==> src/common/nand_parity_pkg.sv <==
// Constants for the flash parity and configuration block
package nand_parity_pkg;
	localparam logic [31:0] ADDR_CONFIG     = 32'h40c00000;
	localparam logic [31:0] ADDR_CONTROL    = 32'h40c00004;
	localparam logic [31:0] ADDR_MAIN_LANE0 = 32'h40c00030;
	localparam logic [31:0] ADDR_MAIN_LANE1 = 32'h40c00034;
	localparam logic [31:0] ADDR_SPARE      = 32'h40c00038;

	localparam int CFG_LARGE_BIT = 22;
	localparam int CFG_SELECT_HIGH_HOLD_TIME_LSB  = 16;
	localparam int CFG_LATCH_STROBE_TIME_LSB = 12;
	localparam int CFG_ACT_LSB   = 8;
	localparam int CFG_WIDE_BIT  = 7;
	localparam int CFG_REC_LSB   = 4;
	localparam int CFG_HWCS_BIT  = 3;
	localparam int CFG_WIDTH_BIT = 2;
	localparam int CFG_PAGE_BIT  = 1;
	localparam int CFG_ACYC_BIT  = 0;

	localparam int CTL_CLEAR_BIT      = 8;
	localparam int CTL_MAIN_HOLD_BIT  = 9;
	localparam int CTL_SPARE_HOLD_BIT = 10;

	localparam logic [5:0] SELECT_HIGH_HOLD_TIME_RST  = 6'h3f;
	localparam logic [2:0] LATCH_STROBE_TIME_RST = 3'h1;
	localparam logic [2:0] ACT_RST   = 3'h6;
	localparam logic [2:0] REC_RST   = 3'h6;
	localparam logic       HWCS_RST  = 1'b1;
	localparam logic       HOLD_RST  = 1'b1;

	localparam int MAIN_BYTES_DOC  = 2048;
	localparam int SPARE_BYTES_DOC = 16;
	localparam int MAIN_LINE_W     = 11;
	localparam int SPARE_LINE_W    = 4;
	localparam int COL_W           = 3;
	localparam int LANES           = 2;

	// Sense, ready/busy and boot pin positions in the synchronised pin vector
	localparam int PIN_LARGE = 0;
	localparam int PIN_WIDE  = 1;
	localparam int PIN_WIDTH = 2;
	localparam int PIN_PAGE  = 3;
	localparam int PIN_ACYC  = 4;
	localparam int PIN_RB0   = 5;
	localparam int PIN_RB1   = 6;
	localparam int PIN_BOOT  = 7;
	localparam int PIN_W     = 8;

	localparam logic [1:0] RESP_OKAY   = 2'h0;
	localparam logic [1:0] RESP_SLVERR = 2'h2;
endpackage : nand_parity_pkg

==> src/verilog/nand_parity_config.sv <==
// Flash parity generators, configuration register and AXI4-Lite register slave
`timescale 1ns/1ps
`default_nettype none
module nand_parity_config
	import nand_parity_pkg::*;
#(
	parameter int MAIN_BYTES  = MAIN_BYTES_DOC,
	parameter int SPARE_BYTES = SPARE_BYTES_DOC
) (
	input  wire logic        aclk,
	input  wire logic        aresetn,
	input  wire logic [31:0] s_axi_awaddr,
	input  wire logic [2:0]  s_axi_awprot,
	input  wire logic        s_axi_awvalid,
	output logic             s_axi_awready,
	input  wire logic [31:0] s_axi_wdata,
	input  wire logic [3:0]  s_axi_wstrb,
	input  wire logic        s_axi_wvalid,
	output logic             s_axi_wready,
	output logic [1:0]       s_axi_bresp,
	output logic             s_axi_bvalid,
	input  wire logic        s_axi_bready,
	input  wire logic [31:0] s_axi_araddr,
	input  wire logic [2:0]  s_axi_arprot,
	input  wire logic        s_axi_arvalid,
	output logic             s_axi_arready,
	output logic [31:0]      s_axi_rdata,
	output logic [1:0]       s_axi_rresp,
	output logic             s_axi_rvalid,
	input  wire logic        s_axi_rready,
	input  wire logic        data_valid,
	input  wire logic [15:0] data_word,
	input  wire logic        data_spare,
	input  wire logic        auto_load_active,
	input  wire logic        auto_store_active,
	input  wire logic        boot_load_active,
	input  wire logic        hw_select_n,
	input  wire logic        manual_select_n,
	input  wire logic        large_page_sense,
	input  wire logic        wide_memory_sense,
	input  wire logic        bus_width_sense,
	input  wire logic        page_size_sense,
	input  wire logic        address_cycle_sense,
	input  wire logic        ready_busy_lane0,
	input  wire logic        second_ready_busy_input,
	input  wire logic        flash_is_boot,
	output logic             flash_chip_select_n,
	output logic             flash_ready,
	output logic [6:0]       select_high_hold_cycles,
	output logic [2:0]       latch_strobe_cycles,
	output logic [3:0]       strobe_active_cycles,
	output logic [3:0]       strobe_recovery_cycles,
	output logic             wide_memory_flag,
	output logic             large_page_flag,
	output logic             bus_width_16,
	output logic             page_size_large,
	output logic             address_cycle_extra
);
	localparam int MAIN_IDX_W  = $clog2(MAIN_BYTES);
	localparam int SPARE_IDX_W = $clog2(SPARE_BYTES);

	if (MAIN_BYTES < 2 || MAIN_BYTES > MAIN_BYTES_DOC || (MAIN_BYTES & (MAIN_BYTES - 1)) != 0)
		$error("MAIN_BYTES must be a power of two up to 2048");
	if (SPARE_BYTES < 2 || SPARE_BYTES > SPARE_BYTES_DOC
			|| (SPARE_BYTES & (SPARE_BYTES - 1)) != 0)
		$error("SPARE_BYTES must be a power of two up to 16");

	typedef enum logic [1:0] {
		WR_IDLE = 2'b01,
		WR_RESP = 2'b10
	} wr_state_e;
	typedef enum logic [1:0] {
		RD_IDLE = 2'b01,
		RD_DATA = 2'b10
	} rd_state_e;

	// Column parity of one byte, unprimed bits for weights 1, 2, 4
	function automatic logic [COL_W-1:0] col_true(input logic [7:0] d);
		logic [COL_W-1:0] c;
		c = '0;
		for (int b = 0; b < 8; b++) begin
			for (int k = 0; k < COL_W; k++) begin
				if (b[k])
					c[k] = c[k] ^ d[b];
			end
		end
		return c;
	endfunction : col_true

	function automatic logic [COL_W-1:0] col_comp(input logic [7:0] d);
		logic [COL_W-1:0] c;
		c = '0;
		for (int b = 0; b < 8; b++) begin
			for (int k = 0; k < COL_W; k++) begin
				if (!b[k])
					c[k] = c[k] ^ d[b];
			end
		end
		return c;
	endfunction : col_comp

	function automatic logic [1:0] pair(input logic t, input logic c);
		return {t, c};
	endfunction : pair

	// Main parity word: byte3..byte0
	function automatic logic [31:0] pack_main(
		input logic [MAIN_LINE_W-1:0] lt, input logic [MAIN_LINE_W-1:0] lc,
		input logic [COL_W-1:0] ct, input logic [COL_W-1:0] cc);
		logic [31:0] w;
		w = '0;
		w[7:0]   = {pair(lt[3], lc[3]), pair(lt[2], lc[2]), pair(lt[1], lc[1]),
			pair(lt[0], lc[0])};
		w[15:8]  = {pair(lt[7], lc[7]), pair(lt[6], lc[6]), pair(lt[5], lc[5]),
			pair(lt[4], lc[4])};
		w[23:16] = {pair(ct[2], cc[2]), pair(ct[1], cc[1]), pair(ct[0], cc[0]),
			pair(lt[8], lc[8])};
		w[31:24] = {pair(lt[10], lc[10]), pair(lt[9], lc[9]), 4'h0};
		return w;
	endfunction : pack_main

	// Spare parity half word: byte1, byte0
	function automatic logic [15:0] pack_spare(
		input logic [SPARE_LINE_W-1:0] lt, input logic [SPARE_LINE_W-1:0] lc,
		input logic [COL_W-1:0] ct, input logic [COL_W-1:0] cc);
		logic [15:0] w;
		w = '0;
		w[7:0]  = {pair(lt[1], lc[1]), pair(lt[0], lc[0]), pair(ct[2], cc[2]),
			pair(ct[1], cc[1])};
		w[15:8] = {pair(ct[0], cc[0]), pair(lt[3], lc[3]), pair(lt[2], lc[2]), 2'h0};
		return w;
	endfunction : pack_spare

	// Pin synchroniser
	logic [PIN_W-1:0] pin_meta_reg;
	logic [PIN_W-1:0] pin_sync_reg;
	logic [PIN_W-1:0] pins;
	assign pins = {flash_is_boot, second_ready_busy_input, ready_busy_lane0,
		address_cycle_sense, page_size_sense, bus_width_sense, wide_memory_sense,
		large_page_sense};

	// Free running so the straps have settled by the time reset lifts
	always_ff @(posedge aclk) begin
		pin_meta_reg <= pins;
		pin_sync_reg <= pin_meta_reg;
	end

	// Sensed geometry, caught once after reset release
	logic sensed_reg;
	logic large_reg;
	logic wide_reg;
	logic width_reg;
	logic page_reg;
	logic acyc_reg;
	logic sense_delay_reg;

	always_ff @(posedge aclk) begin
		if (!aresetn) begin
			sense_delay_reg <= 1'b0;
			sensed_reg      <= 1'b0;
			large_reg       <= 1'b0;
			wide_reg        <= 1'b0;
			width_reg       <= 1'b0;
			page_reg        <= 1'b0;
			acyc_reg        <= 1'b0;
		end else begin
			sense_delay_reg <= 1'b1;
			if (sense_delay_reg && !sensed_reg) begin
				sensed_reg <= 1'b1;
				large_reg  <= pin_sync_reg[PIN_LARGE];
				wide_reg   <= pin_sync_reg[PIN_WIDE];
				width_reg  <= pin_sync_reg[PIN_WIDTH];
				page_reg   <= pin_sync_reg[PIN_PAGE];
				acyc_reg   <= pin_sync_reg[PIN_ACYC];
			end
		end
	end

	// Software registers
	logic [5:0] select_high_hold_time_reg;
	logic [2:0] latch_strobe_time_reg;
	logic [2:0] act_reg;
	logic [2:0] rec_reg;
	logic       hwcs_reg;
	logic       main_parity_hold;
	logic       spare_parity_hold;
	logic       parity_clear;

	// AXI write channel
	wr_state_e   wr_state_reg;
	logic        aw_have_reg;
	logic        w_have_reg;
	logic [31:0] aw_addr_reg;
	logic [31:0] w_data_reg;
	logic [3:0]  w_strb_reg;
	logic        wr_fire;
	logic        wr_hit;

	assign s_axi_awready = wr_state_reg == WR_IDLE && !aw_have_reg;
	assign s_axi_wready  = wr_state_reg == WR_IDLE && !w_have_reg;
	assign wr_fire = wr_state_reg == WR_IDLE && aw_have_reg && w_have_reg;
	assign wr_hit  = aw_addr_reg == ADDR_CONFIG || aw_addr_reg == ADDR_CONTROL;

	always_ff @(posedge aclk) begin
		if (!aresetn) begin
			wr_state_reg <= WR_IDLE;
			aw_have_reg  <= 1'b0;
			w_have_reg   <= 1'b0;
			aw_addr_reg  <= '0;
			w_data_reg   <= '0;
			w_strb_reg   <= '0;
			s_axi_bvalid <= 1'b0;
			s_axi_bresp  <= RESP_OKAY;
		end else begin
			case (wr_state_reg)
				WR_IDLE: begin
					if (s_axi_awvalid && s_axi_awready) begin
						aw_have_reg <= 1'b1;
						aw_addr_reg <= {s_axi_awaddr[31:2], 2'h0};
					end
					if (s_axi_wvalid && s_axi_wready) begin
						w_have_reg <= 1'b1;
						w_data_reg <= s_axi_wdata;
						w_strb_reg <= s_axi_wstrb;
					end
					if (wr_fire) begin
						aw_have_reg  <= 1'b0;
						w_have_reg   <= 1'b0;
						s_axi_bvalid <= 1'b1;
						s_axi_bresp  <= wr_hit ? RESP_OKAY : RESP_SLVERR;
						wr_state_reg <= WR_RESP;
					end
				end
				WR_RESP: begin
					if (s_axi_bready) begin
						s_axi_bvalid <= 1'b0;
						wr_state_reg <= WR_IDLE;
					end
				end
				default: wr_state_reg <= WR_IDLE;
			endcase
		end
	end

	// Register writes
	always_ff @(posedge aclk) begin
		if (!aresetn) begin
			select_high_hold_time_reg          <= SELECT_HIGH_HOLD_TIME_RST;
			latch_strobe_time_reg         <= LATCH_STROBE_TIME_RST;
			act_reg           <= ACT_RST;
			rec_reg           <= REC_RST;
			hwcs_reg          <= HWCS_RST;
			main_parity_hold  <= HOLD_RST;
			spare_parity_hold <= HOLD_RST;
			parity_clear      <= 1'b0;
		end else begin
			parity_clear <= 1'b0;
			if (wr_fire && aw_addr_reg == ADDR_CONFIG) begin
				if (w_strb_reg[0]) begin
					rec_reg  <= w_data_reg[CFG_REC_LSB +: 3];
					hwcs_reg <= w_data_reg[CFG_HWCS_BIT];
				end
				if (w_strb_reg[1]) begin
					act_reg   <= w_data_reg[CFG_ACT_LSB +: 3];
					latch_strobe_time_reg <= w_data_reg[CFG_LATCH_STROBE_TIME_LSB +: 3];
				end
				if (w_strb_reg[2])
					select_high_hold_time_reg <= w_data_reg[CFG_SELECT_HIGH_HOLD_TIME_LSB +: 6];
			end
			if (wr_fire && aw_addr_reg == ADDR_CONTROL && w_strb_reg[1]) begin
				main_parity_hold  <= w_data_reg[CTL_MAIN_HOLD_BIT];
				spare_parity_hold <= w_data_reg[CTL_SPARE_HOLD_BIT];
				parity_clear      <= w_data_reg[CTL_CLEAR_BIT];
			end
		end
	end

	// Parity generators
	logic [MAIN_IDX_W-1:0]   main_idx_reg;
	logic [SPARE_IDX_W-1:0]  spare_idx_reg;
	logic [MAIN_LINE_W-1:0]  main_lt_reg [LANES];
	logic [MAIN_LINE_W-1:0]  main_lc_reg [LANES];
	logic [SPARE_LINE_W-1:0] spare_lt_reg [LANES];
	logic [SPARE_LINE_W-1:0] spare_lc_reg [LANES];
	logic [COL_W-1:0]        main_ct_reg [LANES];
	logic [COL_W-1:0]        main_cc_reg [LANES];
	logic [COL_W-1:0]        spare_ct_reg [LANES];
	logic [COL_W-1:0]        spare_cc_reg [LANES];
	logic                    auto_mode;
	logic                    main_update;
	logic                    spare_update;
	logic [LANES-1:0]        lane_on;

	assign auto_mode    = auto_load_active || auto_store_active;
	assign main_update  = data_valid && !data_spare
		&& (auto_mode || !main_parity_hold);
	assign spare_update = data_valid && data_spare && !auto_mode
		&& !spare_parity_hold;
	assign lane_on      = {width_reg, 1'b1};

	always_ff @(posedge aclk) begin
		if (!aresetn || parity_clear) begin
			main_idx_reg  <= '0;
			spare_idx_reg <= '0;
		end else begin
			if (main_update)
				main_idx_reg <= main_idx_reg == MAIN_IDX_W'(MAIN_BYTES - 1)
					? '0 : main_idx_reg + 1'b1;
			if (spare_update)
				spare_idx_reg <= spare_idx_reg == SPARE_IDX_W'(SPARE_BYTES - 1)
					? '0 : spare_idx_reg + 1'b1;
		end
	end

	for (genvar g = 0; g < LANES; g++) begin : g_lane
		logic [7:0] lane_byte;
		logic       byte_par;
		assign lane_byte = data_word[8*g +: 8];
		assign byte_par  = ^lane_byte;

		always_ff @(posedge aclk) begin
			if (!aresetn || parity_clear) begin
				main_lt_reg[g]  <= '0;
				main_lc_reg[g]  <= '0;
				main_ct_reg[g]  <= '0;
				main_cc_reg[g]  <= '0;
				spare_lt_reg[g] <= '0;
				spare_lc_reg[g] <= '0;
				spare_ct_reg[g] <= '0;
				spare_cc_reg[g] <= '0;
			end else begin
				if (main_update && lane_on[g]) begin
					for (int k = 0; k < MAIN_LINE_W; k++) begin
						if (k < MAIN_IDX_W && main_idx_reg[k % MAIN_IDX_W])
							main_lt_reg[g][k] <= main_lt_reg[g][k] ^ byte_par;
						else
							main_lc_reg[g][k] <= main_lc_reg[g][k] ^ byte_par;
					end
					main_ct_reg[g] <= main_ct_reg[g] ^ col_true(lane_byte);
					main_cc_reg[g] <= main_cc_reg[g] ^ col_comp(lane_byte);
				end
				if (spare_update && lane_on[g]) begin
					for (int k = 0; k < SPARE_LINE_W; k++) begin
						if (k < SPARE_IDX_W && spare_idx_reg[k % SPARE_IDX_W])
							spare_lt_reg[g][k] <= spare_lt_reg[g][k] ^ byte_par;
						else
							spare_lc_reg[g][k] <= spare_lc_reg[g][k] ^ byte_par;
					end
					spare_ct_reg[g] <= spare_ct_reg[g] ^ col_true(lane_byte);
					spare_cc_reg[g] <= spare_cc_reg[g] ^ col_comp(lane_byte);
				end
			end
		end
	end

	logic [31:0] main_word [LANES];
	logic [31:0] spare_word;
	for (genvar g = 0; g < LANES; g++) begin : g_pack
		assign main_word[g] = pack_main(main_lt_reg[g], main_lc_reg[g],
			main_ct_reg[g], main_cc_reg[g]);
	end
	assign spare_word = {pack_spare(spare_lt_reg[1], spare_lc_reg[1], spare_ct_reg[1],
		spare_cc_reg[1]), pack_spare(spare_lt_reg[0], spare_lc_reg[0], spare_ct_reg[0],
		spare_cc_reg[0])};

	// Configuration readback
	logic [31:0] config_word;
	always_comb begin
		config_word = '0;
		config_word[CFG_LARGE_BIT]         = large_reg;
		config_word[CFG_SELECT_HIGH_HOLD_TIME_LSB +: 6]     = select_high_hold_time_reg;
		config_word[CFG_LATCH_STROBE_TIME_LSB +: 3]    = latch_strobe_time_reg;
		config_word[CFG_ACT_LSB +: 3]      = act_reg;
		config_word[CFG_WIDE_BIT]          = wide_reg;
		config_word[CFG_REC_LSB +: 3]      = rec_reg;
		config_word[CFG_HWCS_BIT]          = hwcs_reg;
		config_word[CFG_WIDTH_BIT]         = width_reg;
		config_word[CFG_PAGE_BIT]          = page_reg;
		config_word[CFG_ACYC_BIT]          = acyc_reg;
	end

	// AXI read channel
	rd_state_e rd_state_reg;
	assign s_axi_arready = rd_state_reg == RD_IDLE;

	always_ff @(posedge aclk) begin
		if (!aresetn) begin
			rd_state_reg <= RD_IDLE;
			s_axi_rvalid <= 1'b0;
			s_axi_rdata  <= '0;
			s_axi_rresp  <= RESP_OKAY;
		end else begin
			case (rd_state_reg)
				RD_IDLE: begin
					if (s_axi_arvalid) begin
						s_axi_rvalid <= 1'b1;
						s_axi_rresp  <= RESP_OKAY;
						rd_state_reg <= RD_DATA;
						case ({s_axi_araddr[31:2], 2'h0})
							ADDR_CONFIG:     s_axi_rdata <= config_word;
							ADDR_CONTROL:    s_axi_rdata <= {21'h0, spare_parity_hold,
								main_parity_hold, 9'h0};
							ADDR_MAIN_LANE0: s_axi_rdata <= main_word[0];
							ADDR_MAIN_LANE1: s_axi_rdata <= main_word[1];
							ADDR_SPARE:      s_axi_rdata <= spare_word;
							default: begin
								s_axi_rdata <= '0;
								s_axi_rresp <= RESP_SLVERR;
							end
						endcase
					end
				end
				RD_DATA: begin
					if (s_axi_rready) begin
						s_axi_rvalid <= 1'b0;
						rd_state_reg <= RD_IDLE;
					end
				end
				default: rd_state_reg <= RD_IDLE;
			endcase
		end
	end

	// Timing and pin outputs
	logic second_rb_eff;
	assign second_rb_eff = pin_sync_reg[PIN_BOOT] ? pin_sync_reg[PIN_RB1] : 1'b1;
	assign flash_ready = pin_sync_reg[PIN_RB0] && (!width_reg || second_rb_eff);
	assign flash_chip_select_n = hwcs_reg ? hw_select_n : manual_select_n;
	assign select_high_hold_cycles = (boot_load_active || auto_load_active)
		? 7'(select_high_hold_time_reg) + 7'h1 : 7'h0;
	assign latch_strobe_cycles    = latch_strobe_time_reg;
	assign strobe_active_cycles   = 4'(act_reg) + 4'h1;
	assign strobe_recovery_cycles = 4'(rec_reg) + 4'h1;
	assign wide_memory_flag    = wide_reg;
	assign large_page_flag     = large_reg;
	assign bus_width_16        = width_reg;
	assign page_size_large     = page_reg;
	assign address_cycle_extra = acyc_reg;

	// Checks
	a_main_hold_freeze: assert property (@(posedge aclk) disable iff (!aresetn)
		main_parity_hold && !auto_mode && !parity_clear |=> $stable(main_word[0]))
		else $error("main parity changed while held");
	a_store_no_spare: assert property (@(posedge aclk) disable iff (!aresetn)
		auto_store_active && !parity_clear |=> $stable(spare_word))
		else $error("spare parity changed during auto store");
	a_clear_zeroes: assert property (@(posedge aclk) disable iff (!aresetn)
		parity_clear |=> main_word[0] == 32'h0 && spare_word == 32'h0)
		else $error("parity not cleared");
	a_main_low_nibble: assert property (@(posedge aclk) disable iff (!aresetn)
		main_word[1][27:24] == 4'h0) else $error("main byte3 low nibble not zero");
	a_spare_low_bits: assert property (@(posedge aclk) disable iff (!aresetn)
		spare_word[9:8] == 2'h0) else $error("spare byte1 low bits not zero");
	a_auto_updates: assert property (@(posedge aclk) disable iff (!aresetn)
		data_valid && !data_spare && auto_mode && !parity_clear && ^data_word[7:0]
		|=> main_word[0] != $past(main_word[0]))
		else $error("auto mode did not update parity");
	a_active_width: assert property (@(posedge aclk) disable iff (!aresetn)
		strobe_active_cycles == 4'(config_word[CFG_ACT_LSB +: 3]) + 4'h1
		&& strobe_recovery_cycles == 4'(config_word[CFG_REC_LSB +: 3]) + 4'h1)
		else $error("strobe width wrong");
	a_hold_time_gate: assert property (@(posedge aclk) disable iff (!aresetn)
		!boot_load_active && !auto_load_active |-> select_high_hold_cycles == 7'h0)
		else $error("select hold applied outside load");
	a_select_manual: assert property (@(posedge aclk) disable iff (!aresetn)
		!hwcs_reg |-> flash_chip_select_n == manual_select_n)
		else $error("chip select not manual");
	a_second_rb_high: assert property (@(posedge aclk) disable iff (!aresetn)
		!pin_sync_reg[PIN_BOOT] && width_reg |-> flash_ready == pin_sync_reg[PIN_RB0])
		else $error("second ready busy not held high");
endmodule : nand_parity_config
`default_nettype wire

==> config.mk <==
export PLATFORM = sky130hd
export DESIGN_NAME = nand_parity_config
export DESIGN_NICKNAME = d
export VERILOG_FILES = /design/src/common/nand_parity_pkg.sv /design/src/verilog/nand_parity_config.sv
export SDC_FILE = /design/constraint.sdc
export NUM_CORES = 1
export LEC_CHECK = 0
export BUFFER_PORTS_ARGS = -buffer_cell sky130_fd_sc_hd__clkbuf_2
export CORE_UTILIZATION = 56
export DETAILED_ROUTE_END_ITERATION = 10
export PLACE_DENSITY = 0.81
export SYNTH_ARGS = -nofsm -noshare
export SYNTH_HDL_FRONTEND = slang
export SYNTH_SLANG_ARGS = --single-unit
==> constraint.sdc <==
create_clock -name aclk -period 2.65 [get_ports aclk]
set_clock_uncertainty 0.15 [all_clocks]
set_input_delay 0.53 -clock aclk [delete_from_list [all_inputs] [get_ports aclk]]
set_output_delay 0.53 -clock aclk [all_outputs]
set_load 0.01 [all_outputs]
# After elaboration in Yosys (flattened, before gate mapping)
# Memory sizes are Yosys's and may differ from the RTL's.
# Index checks and enable logic that the tools add are counted.
# totals
ff_bits	156
ramBits	84
inputBits	144
out_inout_bits	66
wordCells	804
mem_count	8
# mem_list
name	words	width	rd	rd_clocked_by_memory_dff	write_ports	line	text
main_lc_reg	2	11	2	0	2	nand_parity_config.sv:282	logic [MAIN_LINE_W-1:0] main_lc_reg [LANES];
main_lt_reg	2	11	2	0	2	nand_parity_config.sv:281	logic [MAIN_LINE_W-1:0] main_lt_reg [LANES];
spare_lc_reg	2	4	2	0	2	nand_parity_config.sv:284	logic [SPARE_LINE_W-1:0] spare_lc_reg [LANES];
spare_lt_reg	2	4	2	0	2	nand_parity_config.sv:283	logic [SPARE_LINE_W-1:0] spare_lt_reg [LANES];
main_cc_reg	2	3	2	0	2	nand_parity_config.sv:286	logic [COL_W-1:0] main_cc_reg [LANES];
main_ct_reg	2	3	2	0	2	nand_parity_config.sv:285	logic [COL_W-1:0] main_ct_reg [LANES];
+2 memories	n/a	n/a	n/a	n/a	n/a	n/a	
# classes
addsub	5
eq_ne	17
mux	485
n_bitwise	204
reduce_logical	54
# op_table
cell	n
2-to-1 mux 1 bit	463
equality test 30 x 29 -> 1 bit, second input constant	7
case mux 32 bit (5 select lines)	1
bitwise XOR 1 bit	128
OR 1 bit	68
2-to-1 mux 3 bit	8
AND reduction 2 bit	12
bitwise XOR 3 bit	8
logical AND 1 bit	18
parity 8 bit	2
2-to-1 mux 2 bit	6
adder 11 x 1 -> 11 bit, second input constant	1
equality test 11 bit, second input constant	1
2-to-1 mux 11 bit	1
zero test 1 bit	9
adder 3 x 1 -> 4 bit, second input constant	2
!= test 2 bit, second input constant	4
case mux 2 bit (2 select lines)	2
nonzero test 2 bit	4
adder 6 x 1 -> 7 bit, second input constant	1
2-to-1 mux 7 bit	1
logical OR 1 bit	6
AND reduction 3 bit	2
OR reduction 5 bit	1
6 further kinds	9

# Logic depth before layout (Yosys ltp)
# logic_depth
ltp_word	18
depth_mapped	8
depth_no_buf	5

# Least setup slack after synthesis
# No wires, ideal clock.
# synth_timing
kind	in2reg
startpoint	input aresetn
endpoint	memory main_cc_reg[1][0] (enable)
setup_ps	277
arrival_time_ps	1929
t_required_ps	2223
path_slack_ps	294
path_stages	6
n_path_buf	3
cell_sequence	clkbuf_1 nand2b_1 clkbuf_1 a21oi_1 clkbuf_1 inv_1
# synth_rtl
element	line	text
from (decl)	nand_parity_config.sv:11	input wire logic aresetn,
to (decl)	nand_parity_config.sv:286	

# Final worst setup path
# layout_timing
startpoint	register select_high_hold_time_reg[0]
endpoint	output select_high_hold_cycles[5]
# layout_between
elab_chain_cells	2
# layout_rtl
element	line	text
from (decl)	nand_parity_config.sv:180	logic [5:0] select_high_hold_time_reg;
from (signal assigned)	nand_parity_config.sv:268	select_high_hold_time_reg <= w_data_reg[CFG_SELECT_HIGH_HOLD_TIME_LSB +: 6];
adder 6 x 1 -> 7 bit	nand_parity_config.sv:430	? 7'(select_high_hold_time_reg) + 7'h1 : 7'h0;
2-to-1 mux 7 bit	nand_parity_config.sv:430	
to (decl)	nand_parity_config.sv:49	output logic [6:0] select_high_hold_cycles,
# No other way between the ends.

==> results.ini <==
[run_status]
outcome = finished clean

[global_routing]
global_route.usage.met2_pct = 48.41
grt_pass1_vias = 8744
global_route.usage.total_pct = 28.06
grt_overflow = 0
met3_layer_usage_reported_by_global_route_pct = 3.949
largest_net_degree_at_the_start_of_global_routing = 90
grt_pass1_wl_mm = 44.28
grt.met1_usage_pct = 35.65
initial_antenna_violation_count = 0
grt_most_used_layer = met2

[floorplanning]
boundary_pin_count = 210
initial_utilization_pct = 57.89
dieHeight_um = 141.8
num_rows = 50
die_ar_mm2 = 0.02009
core-area_mm2 = 0.01889
die_width_um = 141.8

[timing]
maxSlewViolCount = 0
final.period_utilization_pct = 92.17
timing.max_slew.rel_slack_pct = 27.19
fmax_mhz = 409.4
timing.setup.tns_ns = 0
max_slew.worst_pin.slew_ns = 1.092
hold_viol = 0
final_min_period_ns = 2.443
setup_viol = 0
rsz_0062_raised_after_global_routing = no

[drt]
detail_route.wirelength_mm = 28.02
drt-wirelength-per-cell_um = 17.54
via_total_after_detailed_routing = 9032
dr.pass1.iters = 6
drt_first_iter_violations = 826
drc = 0
drt-vias-per-instance = 5.652
antenna_violating_nets_post_route = 0

[clock_tree]
clock_tree.buffer_depth = 3
num_clock_sinks = 230
cts_inserted_buffers = 24
worst_skew_pair.late_latency_ns = 0.51
tritoncts_clock_tree = done
h-tree-depth = 1
path_clk_slew_ns = 0.06
cts_root_buf = sky130_fd_sc_hd__clkbuf_16
post_cts.repair.setup_buffers = 0

[power_and_ir_drop]
power_density_mw_per_mm2 = 660.5
power_after_layout_w = 0.008564
worst_ir_drop_vdd_mv = 0.4770
static-leakage-power_nw = 5.215

[setup_path]
critical_path.startpoint_type = flip-flop
timing.critical_path.fanout_max = 5
critPathRequiredTime_ns = 1.97
setup.worst_path.class = reg2out
rr_startpoint = parity_clear
worstSetupStartpoint = select_high_hold_time_reg[0]
nature_of_the_critical_path_endpoint = output pin
timing.critical_path.arrival_ns = 1.76

[final_layout]
finish.net_count = 1470
post-route-util_pct = 68.63
n_fill_cell = 1476
area_growth_pct = 18.54
antennaDiodeCount = 0
drive_gt1_share_pct = 19.96

[logic_synthesis]
yosys_warnings = 0
ys.flop_type = sky130_fd_sc_hd__dfxtp_1
synth_edf_count = 84
postSynthRegisterBits = 230
yosys.cell_types.count = 54
ys_seq_area_share_pct = 49.78
post_synth.cell_area_avg_um2 = 9.462
syn-cell-area_mm2 = 0.01094
syn_inst = 1156
asyncSetResetFlopFracSynth_pct = 0

[min_path]
min_path_type = in2reg
worst_hold_launch = s_axi_awaddr[18]

[flow_run]
cap_viol_max_count = 0

[placement]
gp_congestion = 0.8714
numPortBuffers = 178
dp_hpwl_mm = 19.71

-- synthesized netlist by cell type, types with 10 or more instances --
cell,count,area [µm²]
sky130_fd_sc_hd__xnor2_1,77,674.4
sky130_fd_sc_hd__dfxtp_1,146,2923
sky130_fd_sc_hd__buf_2,11,55.05
sky130_fd_sc_hd__edfxtp_1,84,2522
sky130_fd_sc_hd__nand2_1,220,825.8
sky130_fd_sc_hd__a21oi_1,33,165.2
sky130_fd_sc_hd__nand3_1,10,50.05
sky130_fd_sc_hd__o21ai_0,64,320.3
sky130_fd_sc_hd__mux2i_1,48,480.5
sky130_fd_sc_hd__a22oi_1,21,157.7
sky130_fd_sc_hd__o21ai_1,13,65.06
sky130_fd_sc_hd__xor2_1,53,464.2
sky130_fd_sc_hd__and3_1,35,219.0
sky130_fd_sc_hd__nor2_1,84,315.3
sky130_fd_sc_hd__a21boi_0,51,382.9
sky130_fd_sc_hd__nor3_1,34,170.2
sky130_fd_sc_hd__clkbuf_1,62,232.7
sky130_fd_sc_hd__nor2b_1,17,106.4
sky130_fd_sc_hd__inv_1,10,37.54
-- kinds of logic (layout without fill, tap and decap cells) --
family / count (synthesis) / in the layout / synth area share [%]
simple gates: 451 / 451 / 19.98
mux: 50 / 50 / 4.598
compound gates: 196 / 196 / 11.05
flops: 230 / 230 / 49.78
fa+ha+maj: 5 / 5 / 0.5720
xor+xnor: 130 / 130 / 10.41
buf+inv: 93 / 272 / 3.569
other cells: 1 / 4 / 0.03428
-- per-layer routing --
layer  routed length, µm  up-vias  share of wire, %
met1               11400     4301                41
met5                   0        -                 0
met3                2303       69               8.2
met2               13330      387                48
met4                 980        0               3.5
li1                    -     4275                 -
-- what timing repair did --
item | 4_1_cts | 5_1_grt
resized for setup | 0 | 0
setup endpoints to repair | 0 | 0
hold buffers | 8 | 0
hold endpoints to repair | 8 | 0
-- cells in the final DEF (no fill, tap or decap), drive strengths merged, types with 8 or more instances in the layout --
cell	instances
dlygate4sd3	8
nor3	34
nor4	16
inv	10
xor2	53
clkbuf	216
a22oi	21
o21ai	77
dfxtp	146
buf	33
nor2	84
mux2i	48
xnor2	77
a21oi	33
a21boi	53
nor2b	17
edfxtp	84
nand3	11
and3	35
nand2	221
-- layout make-up --
class | count | area, µm² | area share [%]
clock inverter | 5 | 25.02 | 0.1930
multi-input combinational | 836 | 5139 | 39.63
timing repair buffer | 219 | 1269 | 9.785
tap | 260 | 325.3 | 2.509
inverter | 10 | 37.54 | 0.2895
clock buffer | 38 | 725.7 | 5.597
sequential | 230 | 5445 | 42.00
-- path summary, 6_finish.rpt --
path                                                   end  slack, ns  cells past startpoint
worst max register to register          spare_ct_reg[1][1]       0.34                      3
worst min register to register             pin_sync_reg[7]       0.17                      0
worst min-delay path                       aw_addr_reg[18]       0.09                      3
worst max-delay path            select_high_hold_cycles[5]       0.21                      4
-- worst max-delay path, cell delays in order (launching register included) --
cell	delay, ns
sky130_fd_sc_hd__dfxtp_1	0.43
sky130_fd_sc_hd__nand3_1	0.15
sky130_fd_sc_hd__or3_1	0.37
sky130_fd_sc_hd__a21oi_1	0.15
sky130_fd_sc_hd__clkbuf_2	0.14
-- where the power goes --
group / leakage (nW) / internal, W / total (W) / switching [W]
Clock: 0.372 / 0.00187 / 0.00323 / 0.00135
Sequential: 2.05 / 0.00381 / 0.00393 / 0.000112
Combinational: 2.80 / 0.000611 / 0.00141 / 0.000801
Total: 5.21 / 0.00630 / 0.00856 / 0.00227
-- per-stage QoR --
stage / std cells / hold WS (ns) / setup slack [ns] / cell area [µm²]
2_1_floorplan: 1159 / 0.1596 / 0.2944 / 10950
3_3_place_gp: 1547 / 0.1607 / 0.03867 / 12140
3_5_place_dp: 1547 / 0.1621 / 0.01523 / 12140
4_1_cts: 1598 / 0.08993 / 0.1981 / 12970
5_1_grt: 1598 / 0.1065 / 0.1092 / 12970
6_report: 1598 / 0.09432 / 0.2075 / 12970
(Power assumes the default switching activity.)
